File: src/include/can_wake_pkg.sv
package can_wake_pkg;
  localparam int CLK_MHZ = 100;
  // Wake and timeout timings (us, ns or ms as in each name)
  localparam int T_HV_INT_US = 100;
  localparam int T_BUS_INT_US = 80;
  localparam int T_CS_INT_US = 60;
  localparam int T_OC_DGLT_US = 55;
  localparam int T_OC_INT_US = 60;
  localparam int T_SAMPLE_LEAD_US = 10;
  localparam int T_DOM_TIMEOUT_US = 200;
  localparam int T_PAT_MAX_US = 500;
  localparam int T_PAT_WIN_US = 1000;
  localparam int T_PAT_MIN_NS = 500;
  localparam int T_INT_PULSE_US = 1;
  localparam int CYC_MIN_MS = 5;
  localparam int CYC_MAX_MS = 400;
  // Derived cycle counts
  localparam int N_HV_INT = T_HV_INT_US * CLK_MHZ;
  localparam int N_BUS_INT = T_BUS_INT_US * CLK_MHZ;
  localparam int N_CS_INT = T_CS_INT_US * CLK_MHZ;
  localparam int N_OC_DGLT = T_OC_DGLT_US * CLK_MHZ;
  localparam int N_OC_INT = T_OC_INT_US * CLK_MHZ;
  localparam int N_SAMPLE_LEAD = T_SAMPLE_LEAD_US * CLK_MHZ;
  localparam int N_DOM_TIMEOUT = T_DOM_TIMEOUT_US * CLK_MHZ;
  localparam int N_PAT_MAX = T_PAT_MAX_US * CLK_MHZ;
  localparam int N_PAT_WIN = T_PAT_WIN_US * CLK_MHZ;
  localparam int N_PAT_MIN = (T_PAT_MIN_NS * CLK_MHZ + 999) / 1000;
  localparam int N_INT_PULSE = T_INT_PULSE_US * CLK_MHZ;
  localparam int N_PER_MS = 1000 * CLK_MHZ;
  // Reset values
  localparam logic [1:0] SLEW_RST = 2'h0;
  // Chip modes
  typedef enum logic [5:0] {
    CHIP_UNPOWERED = 6'h01,
    CHIP_RESET = 6'h02,
    CHIP_NORM_REQ = 6'h04,
    CHIP_NORMAL = 6'h08,
    CHIP_STANDBY = 6'h10,
    CHIP_LOWPWR = 6'h20
  } chip_mode_t;
endpackage

File: src/rtl/can_transceiver_mode_wakeup.sv
`timescale 1ns/1ps
`default_nettype none
module can_transceiver_mode_wakeup #(
  parameter int CYC_PERIOD_MS = 5,
  parameter int N_HV = can_wake_pkg::N_HV_INT,
  parameter int N_BUS = can_wake_pkg::N_BUS_INT,
  parameter int N_CS = can_wake_pkg::N_CS_INT,
  parameter int N_OCD = can_wake_pkg::N_OC_DGLT,
  parameter int N_OCI = can_wake_pkg::N_OC_INT,
  parameter int N_DOM = can_wake_pkg::N_DOM_TIMEOUT,
  parameter int N_PMAX = can_wake_pkg::N_PAT_MAX,
  parameter int N_PWIN = can_wake_pkg::N_PAT_WIN
) (
  // Clock and reset
  input wire logic mclk,
  input wire logic rst_n,
  // Chip state
  input wire can_wake_pkg::chip_mode_t chip_mode,
  input wire logic ballast_present,
  input wire logic peripheral_supply_ok,
  // Command controls
  input wire logic cmd_sleep,
  input wire logic cmd_normal,
  input wire logic [1:0] cmd_slew,
  input wire logic cmd_slew_wr,
  input wire logic wake_enable,
  input wire logic cyclic_enable,
  input wire logic [8:0] cyclic_timing_register,
  input wire logic bus_wake_flag_clr,
  // Pins
  input wire logic tx_pin,
  input wire logic bus_dominant,
  input wire logic hv_wake_input,
  input wire logic cs_n_pin,
  input wire logic main_regulator_overcurrent,
  // Outputs
  output logic rx_pin,
  output logic tx_pullup_en,
  output logic drv_dominant,
  output logic drv_recessive_bias,
  output logic [1:0] slew_rate,
  output logic can_sleep,
  output logic wake_rx_on,
  output logic bus_wake_flag,
  output logic tx_timeout_flag,
  output logic battery_high_side_switch,
  output logic int_n
);
  import can_wake_pkg::*;

  localparam int CW = 26;
  localparam int PW = 32;

  if (CYC_PERIOD_MS < CYC_MIN_MS || CYC_PERIOD_MS > CYC_MAX_MS)
    $error("cyclic period out of range");
  if (N_PWIN >= (1 << (CW - 1)) || N_HV >= (1 << (CW - 1)) ||
      N_DOM >= (1 << (CW - 1)) || N_OCD < 1)
    $error("count out of range");

  // ==========================================================
  // Input synchronisers
  logic [4:0] s1_reg;
  logic [4:0] s2_reg;
  always_ff @(posedge mclk)
  begin
    if (!rst_n)
    begin
      s1_reg <= 5'h1f;
      s2_reg <= 5'h1f;
    end
    else
    begin
      s1_reg <= {tx_pin, bus_dominant, hv_wake_input, cs_n_pin,
        main_regulator_overcurrent};
      s2_reg <= s1_reg;
    end
  end
  wire tx_s = s2_reg[4];
  wire dom_s = s2_reg[3];
  wire hv_s = s2_reg[2];
  wire cs_s = s2_reg[1];
  wire oc_s = s2_reg[0];

  logic hv_d_reg;
  logic cs_d_reg;
  always_ff @(posedge mclk)
  begin
    if (!rst_n)
    begin
      hv_d_reg <= 1'b1;
      cs_d_reg <= 1'b1;
    end
    else
    begin
      hv_d_reg <= hv_s;
      cs_d_reg <= cs_s;
    end
  end

  wire stop_mode = (chip_mode == CHIP_LOWPWR);
  wire pwr_on = (chip_mode == CHIP_NORMAL) ||
    ((chip_mode == CHIP_STANDBY) && !ballast_present);
  wire v2_on = pwr_on && peripheral_supply_ok;

  // ==========================================================
  // Transceiver mode and slew
  logic sleep_reg;
  logic wake_en_reg;
  logic [1:0] slew_reg;
  always_ff @(posedge mclk)
  begin
    if (!rst_n || chip_mode == CHIP_NORM_REQ)
    begin
      sleep_reg <= 1'b0;
      slew_reg <= SLEW_RST;
      wake_en_reg <= 1'b0;
    end
    else
    begin
      if (cmd_sleep && !sleep_reg)
      begin
        sleep_reg <= 1'b1;
        wake_en_reg <= wake_enable;
      end
      else if (cmd_normal)
        sleep_reg <= 1'b0;
      if (cmd_slew_wr && !sleep_reg)
        slew_reg <= cmd_slew;
    end
  end

  // ==========================================================
  // Permanent dominant timeout
  logic [CW-1:0] dom_cnt_reg;
  logic tx_off_reg;
  always_ff @(posedge mclk)
  begin
    if (!rst_n || tx_s)
    begin
      dom_cnt_reg <= '0;
      tx_off_reg <= 1'b0;
    end
    else if (dom_cnt_reg == CW'(N_DOM))
      tx_off_reg <= 1'b1;
    else
      dom_cnt_reg <= dom_cnt_reg + 1'b1;
  end

  // ==========================================================
  // Pin outputs
  wire active = v2_on && !sleep_reg;
  always_ff @(posedge mclk)
  begin
    if (!rst_n)
    begin
      rx_pin <= 1'b0;
      tx_pullup_en <= 1'b0;
      drv_dominant <= 1'b0;
      drv_recessive_bias <= 1'b0;
      slew_rate <= SLEW_RST;
      can_sleep <= 1'b0;
      wake_rx_on <= 1'b0;
      tx_timeout_flag <= 1'b0;
    end
    else
    begin
      tx_pullup_en <= v2_on;
      if (active)
        rx_pin <= !dom_s;
      else
        rx_pin <= v2_on;
      drv_dominant <= active && !tx_s && !tx_off_reg;
      drv_recessive_bias <= active;
      slew_rate <= slew_reg;
      can_sleep <= sleep_reg;
      wake_rx_on <= sleep_reg && wake_en_reg;
      tx_timeout_flag <= tx_off_reg;
    end
  end

  // ==========================================================
  // Bus wake pattern detector
  logic [CW-1:0] pulse_cnt_reg;
  logic [CW-1:0] gap_cnt_reg;
  logic [CW-1:0] win_cnt_reg;
  logic [1:0] npulse_reg;
  logic dom_d_reg;
  logic bus_wake_pulse;
  wire arm = wake_rx_on;
  always_ff @(posedge mclk)
  begin
    if (!rst_n || !arm)
    begin
      pulse_cnt_reg <= '0;
      gap_cnt_reg <= '0;
      win_cnt_reg <= '0;
      npulse_reg <= 2'h0;
      dom_d_reg <= 1'b0;
      bus_wake_pulse <= 1'b0;
    end
    else
    begin
      dom_d_reg <= dom_s;
      bus_wake_pulse <= 1'b0;
      if (npulse_reg != 2'h0)
        win_cnt_reg <= win_cnt_reg + 1'b1;
      if (dom_s)
      begin
        gap_cnt_reg <= '0;
        if (pulse_cnt_reg != CW'(N_PMAX))
          pulse_cnt_reg <= pulse_cnt_reg + 1'b1;
      end
      else if (npulse_reg != 2'h0 && gap_cnt_reg != CW'(N_PMAX))
        gap_cnt_reg <= gap_cnt_reg + 1'b1;
      if ((npulse_reg != 2'h0) && (win_cnt_reg >= CW'(N_PWIN) ||
          gap_cnt_reg >= CW'(N_PMAX)))
      begin
        npulse_reg <= 2'h0;
        win_cnt_reg <= '0;
      end
      else if (dom_d_reg && !dom_s)
      begin
        pulse_cnt_reg <= '0;
        if (pulse_cnt_reg >= CW'(N_PAT_MIN) &&
            pulse_cnt_reg < CW'(N_PMAX))
        begin
          if (npulse_reg == 2'h2)
          begin
            bus_wake_pulse <= 1'b1;
            npulse_reg <= 2'h0;
            win_cnt_reg <= '0;
          end
          else
            npulse_reg <= npulse_reg + 1'b1;
        end
        else
        begin
          npulse_reg <= 2'h0;
          win_cnt_reg <= '0;
        end
      end
    end
  end

  always_ff @(posedge mclk)
  begin
    if (!rst_n || bus_wake_flag_clr && !bus_wake_pulse)
      bus_wake_flag <= 1'b0;
    else if (bus_wake_pulse)
      bus_wake_flag <= 1'b1;
  end

  // ==========================================================
  // Cyclic sense of wake input
  logic [PW-1:0] cyc_cnt_reg;
  logic cyc_hit;
  wire [PW-1:0] cyc_per = PW'(cyclic_timing_register) * PW'(N_PER_MS);
  always_ff @(posedge mclk)
  begin
    if (!rst_n || !cyclic_enable || !stop_mode)
    begin
      cyc_cnt_reg <= '0;
      cyc_hit <= 1'b0;
      battery_high_side_switch <= 1'b0;
    end
    else
    begin
      cyc_hit <= 1'b0;
      battery_high_side_switch <= cyc_cnt_reg < PW'(2 * N_SAMPLE_LEAD);
      if (cyc_cnt_reg + 1'b1 >= cyc_per)
        cyc_cnt_reg <= '0;
      else
        cyc_cnt_reg <= cyc_cnt_reg + 1'b1;
      if (cyc_cnt_reg == PW'(N_SAMPLE_LEAD) && hv_s)
        cyc_hit <= 1'b1;
    end
  end

  // ==========================================================
  // Stop mode wake delays and interrupt
  function automatic logic [CW-1:0] tick(input logic [CW-1:0] c);
    tick = (c == '0) ? '0 : c - 1'b1;
  endfunction

  logic [CW-1:0] hv_t_reg;
  logic [CW-1:0] bus_t_reg;
  logic [CW-1:0] cs_t_reg;
  logic [CW-1:0] oc_t_reg;
  logic [CW-1:0] ocd_reg;
  logic [7:0] int_cnt_reg;
  wire hv_edge = cyclic_enable ? cyc_hit : (hv_s && !hv_d_reg);
  wire fire = (hv_t_reg == CW'(1)) || (bus_t_reg == CW'(1)) ||
    (cs_t_reg == CW'(1)) || (oc_t_reg == CW'(1));
  always_ff @(posedge mclk)
  begin
    if (!rst_n || !stop_mode)
    begin
      hv_t_reg <= '0;
      bus_t_reg <= '0;
      cs_t_reg <= '0;
      oc_t_reg <= '0;
      ocd_reg <= '0;
    end
    else
    begin
      hv_t_reg <= (hv_edge && hv_t_reg == '0) ? CW'(N_HV) :
        tick(hv_t_reg);
      bus_t_reg <= (bus_wake_pulse && bus_t_reg == '0) ? CW'(N_BUS) :
        tick(bus_t_reg);
      cs_t_reg <= (cs_s && !cs_d_reg && cs_t_reg == '0) ? CW'(N_CS) :
        tick(cs_t_reg);
      ocd_reg <= oc_s ? ((ocd_reg == CW'(N_OCD)) ? ocd_reg :
        ocd_reg + 1'b1) : '0;
      oc_t_reg <= (oc_s && ocd_reg == CW'(N_OCD - 1) && oc_t_reg == '0) ?
        CW'(N_OCI) : tick(oc_t_reg);
    end
  end

  always_ff @(posedge mclk)
  begin
    if (!rst_n)
    begin
      int_cnt_reg <= 8'h00;
      int_n <= 1'b1;
    end
    else if (fire && int_cnt_reg == 8'h00)
    begin
      int_cnt_reg <= 8'(N_INT_PULSE);
      int_n <= 1'b0;
    end
    else if (int_cnt_reg != 8'h00)
    begin
      int_cnt_reg <= int_cnt_reg - 1'b1;
      int_n <= (int_cnt_reg == 8'h01);
    end
    else
      int_n <= 1'b1;
  end
endmodule
`default_nettype wire

File: config.mk
export PLATFORM = sky130hd
export DESIGN_NAME = can_transceiver_mode_wakeup
export DESIGN_NICKNAME = d
export VERILOG_FILES = /design/src/include/can_wake_pkg.sv /design/src/rtl/can_transceiver_mode_wakeup.sv
export SDC_FILE = /design/constraint.sdc
export NUM_CORES = 1
export LEC_CHECK = 0
export BUFFER_PORTS_ARGS = -buffer_cell sky130_fd_sc_hd__buf_2
export CELL_PAD_IN_SITES_DETAIL_PLACEMENT = 0
export CELL_PAD_IN_SITES_GLOBAL_PLACEMENT = 1
export CORE_MARGIN = 1
export CORE_UTILIZATION = 49
export CTS_CLUSTER_SIZE = 10
export DETAILED_ROUTE_END_ITERATION = 8
export PLACE_DENSITY = 0.82
export SLEW_MARGIN = 20
export SYNTH_ARGS = -nofsm -noshare
export SYNTH_HDL_FRONTEND = slang
export SYNTH_SLANG_ARGS = --single-unit
File: constraint.sdc
create_clock -name mclk -period 6.2 [get_ports mclk]
set_input_delay 0.62 -clock mclk [delete_from_list [all_inputs] [get_ports mclk]]
set_output_delay 0.62 -clock mclk [all_outputs]
set_load 0.01 [all_outputs]
==> results.json <==
{
  "ff2ff_setup_slack_ps": 2300,
  "finalNetCount": 1999,
  "tightest_slew_ps": 997,
  "synth_top_flop_cell": "dfxtp_1",
  "path_buf_inv": 4,
  "path_clk_slew_ps": 50,
  "die_w_um": 181,
  "critPathLaunchType": "input pin",
  "die_y_um": 181,
  "rows": 65,
  "timing.rr.start": "cyc_cnt_reg[0]",
  "powerDensity_nw_per_um2": 266,
  "synthTopCellsByArea": "dfxtp_1, ha_1, xor2_1",
  "drtAntennaViolNets": 0,
  "finalNonFillerCells": 2264,
  "ys_seq_area_frac": 0.392,
  "hold_viol": 0,
  "cp_data_arrival_time_ps": 6020,
  "yosys.area.top_type": "dfxtp_1",
  "io_pins": 44,
  "total_leakage_power_nw": 7.37,
  "endpoint": "cyc_cnt_reg[21]",
  "path_cells": "buf_2 > ha_1 > ha_1 > inv_1 > fa_1 > fa_1 > inv_1 > ha_1 > nor2b_1 > o21a_1 > o21ai_0 > a311o_1 > a21oi_1 > a211oi_1 > xor2_1 > ha_1 > and4_1 > nand3_1 > or2_2 > o221ai_1 > a2111oi_2 > o311ai_4 > buf_4 > nor2b_2",
  "critPathMaxStageDelay_ps": 560,
  "via_count": 11872,
  "drcViolationCount": 0,
  "cts_sinks": 308,
  "num_antenna_cells": 0,
  "grt_pass1_wl_mm": 52.7,
  "grt_pass1_vias": 11481,
  "whs_path_depth": 2,
  "setup_viol": 0,
  "dp_cells": 2214,
  "end_kind": "register",
  "critical_path_class": "input pin to register",
  "synthArstFlopShare": 0,
  "antenna_found_initial": 0,
  "intPower_mw": 3.45,
  "vias_per_cell": 5.24,
  "yosys_warnings": 0,
  "r2r_end": "cyc_cnt_reg[21]",
  "hold_path.class": "input pin to register",
  "mostFrequentLayoutCell": "dfxtp_1",
  "critPathMostFrequentCell": "ha_1",
  "crit_fanout": 12,
  "synth_edf_count": 0,
  "fin_tns_setup_ps": 0,
  "crit_cells": 24,
  "period_needed_ps": 5590,
  "multi_input_area_um2": 9080,
  "synth_top_area_frac": 0.392,
  "syn2layout_area_growth_pct": 10.6,
  "num-fill-cells": 2860,
  "overflow": 0,
  "layout-drive-gt1-share": 0.0773,
  "vdd_drop_max_uv": 200,
  "cp_data_required_time_ps": 6630,
  "ys_ff_latch": 308,
  "core_um2": 31600,
  "tritoncts": "yes",
  "largest_reg_flops": 32,
  "syn_area_um2": 15700,
  "seqPwrFrac": 0.441,
  "power_switching_mw": 1.18,
  "cts_setup_buffers": 0,
  "grt_max_degree": 33,
  "die_area_um2": 32800,
  "wl_per_cell_um": 13.3,
  "cp_top_family": "adder cells",
  "hpwl_mm": 21.5,
  "critPathLaunch": "cyclic_timing_register[3]",
  "synthesis.instances": 1796,
  "clockBufferDepth": 3,
  "r2r_cells": 13,
  "firstDrtPassIters": 5,
  "synth_cell_types": 71,
  "outcome": "finished, final reports clean",
  "syn_area_per_cell_um2": 8.76,
  "seqCellArea_um2": 6170,
  "cpMaxStageDelayCell": "fa_1",
  "power_frac_clock": 0.417,
  "slew_headroom": 0.335,
  "cts_hold_buf": 0,
  "final_max_slew_viol_count": 0,
  "fmax_mhz": 179,
  "finalCoreUtilization": 0.552,
  "drtIter0Drc": 508,
  "rsz0062_at_grt": "false",
  "cts-root-buf": "clkbuf_16",
  "start_util": 0.499,
  "clkLatencyLatePin_ps": 520,
  "finalWirelength_mm": 30.1,
  "cts_resized": 0,
  "place.gp.congestion": 0.858,
  "finClkSkew_ps": 24.5,
  "power_frac_comb": 0.142,
  "maxCapViolCount": 0,
  "total_power_mw": 4.63,
  "final_cell_mix": "dfxtp_1, nor2_1, xor2_1",
  "cts_made_buffers": 38,
  "h-tree-depth": 2,
  "track_usage": 0.187,
  "io_buffers": 43,
  "swShare": 0.255,
  "post-route-period-util": 0.901
}
[power by group through the flow]
| stage | sequential, mW | combinational (mW) | clock, mW |
|---|---|---|---|
| floorplan | 2.07 | 0.526 | 0 |
| global placement | 2.08 | 0.649 | 0 |
| detailed placement | 2.08 | 0.659 | 0 |
| CTS | 2.04 | 0.665 | 1.99 |
| global route | 2.04 | 0.769 | 2.07 |
| finish | 2.04 | 0.660 | 1.93 |
[final cells by class]
type | instances | share of cell area
Multi-Input combinational cell | 1363 | 0.522
Clock buffer | 47 | 0.0589
Timing Repair Buffer | 49 | 0.0149
Sequential cell | 308 | 0.354
Inverter | 92 | 0.0198
Clock inverter | 3 | 0.00151
Tap cell | 402 | 0.0289
[per-layer routing]
| layer | part of all wire | track usage | wire (um) | vias up |
|---|---|---|---|---|
| li1 | - | - | - | 6230 |
| met1 | 0.50 | 0.252 | 14900 | 5498 |
| met2 | 0.46 | 0.311 | 13800 | 99 |
| met3 | 0.026 | 0.0268 | 788 | 45 |
| met4 | 0.020 | 0.0495 | 607 | 0 |
| met5 | 0 | 0 | 0 | - |
[synthesized netlist by cell type, types with 15 or more instances]
cell and n:
dfxtp_1 308, nor2_1 288, xor2_1 124, xnor2_1 119, nand2_1 109, ha_1 98
inv_1 92, nand3_1 65, o21ai_0 58, nand4_1 50, nor3_1 50, nor4_1 50
a21oi_1 45, and3_1 33, or3_1 30, clkbuf_1 27, nand2b_1 23, fa_1 17
or4_1 17, nor2b_1 15
[cell families after synthesis]
| group | synth area share |
|---|---|
| buffers and inverters | 0.0330 |
| AND/OR/NAND/NOR | 0.272 |
| multiplexers | 0.00644 |
| other | 0.000238 |
| flip-flops | 0.392 |
| adder cells (fa/ha/maj) | 0.0995 |
| AO/OA/AOI/OAI | 0.0621 |
| XOR/XNOR | 0.135 |
[through the flow]
stage                     instance area, um^2  setup slack (ps)  hold WS (ps)
final                                   17400               612           285
after CTS                               17400               607           266
after global routing                    17400               282           279
after global placement                  16400               216           388
after floorplan                         15800               790           386
after detailed placement                16400              87.0           391
[how the worst min path moves through the flow]
stage                     slack [ps]       start   endpoint
after floorplan                  390   s1_reg[0]  s2_reg[0]
after global placement           390   s1_reg[3]  s2_reg[3]
after detailed placement         390   s1_reg[2]  s2_reg[2]
after CTS                        270  cmd_normal  sleep_reg
after global routing             280  cmd_normal  sleep_reg
final                            280      tx_pin  s1_reg[4]
[worst register-to-register path, stage by stage, from the launching register on]
cell	delay, ps
dfxtp_1	410
ha_1	320
nand2_1	140
or3_2	570
nor4_1	370
xor2_1	320
ha_1	300
nor2b_1	130
o21ai_0	140
a21oi_1	100
a2111oi_2	390
o311ai_4	280
buf_4	250
nor2b_2	110
No activity file was read; power rests on OpenSTA's default activity.
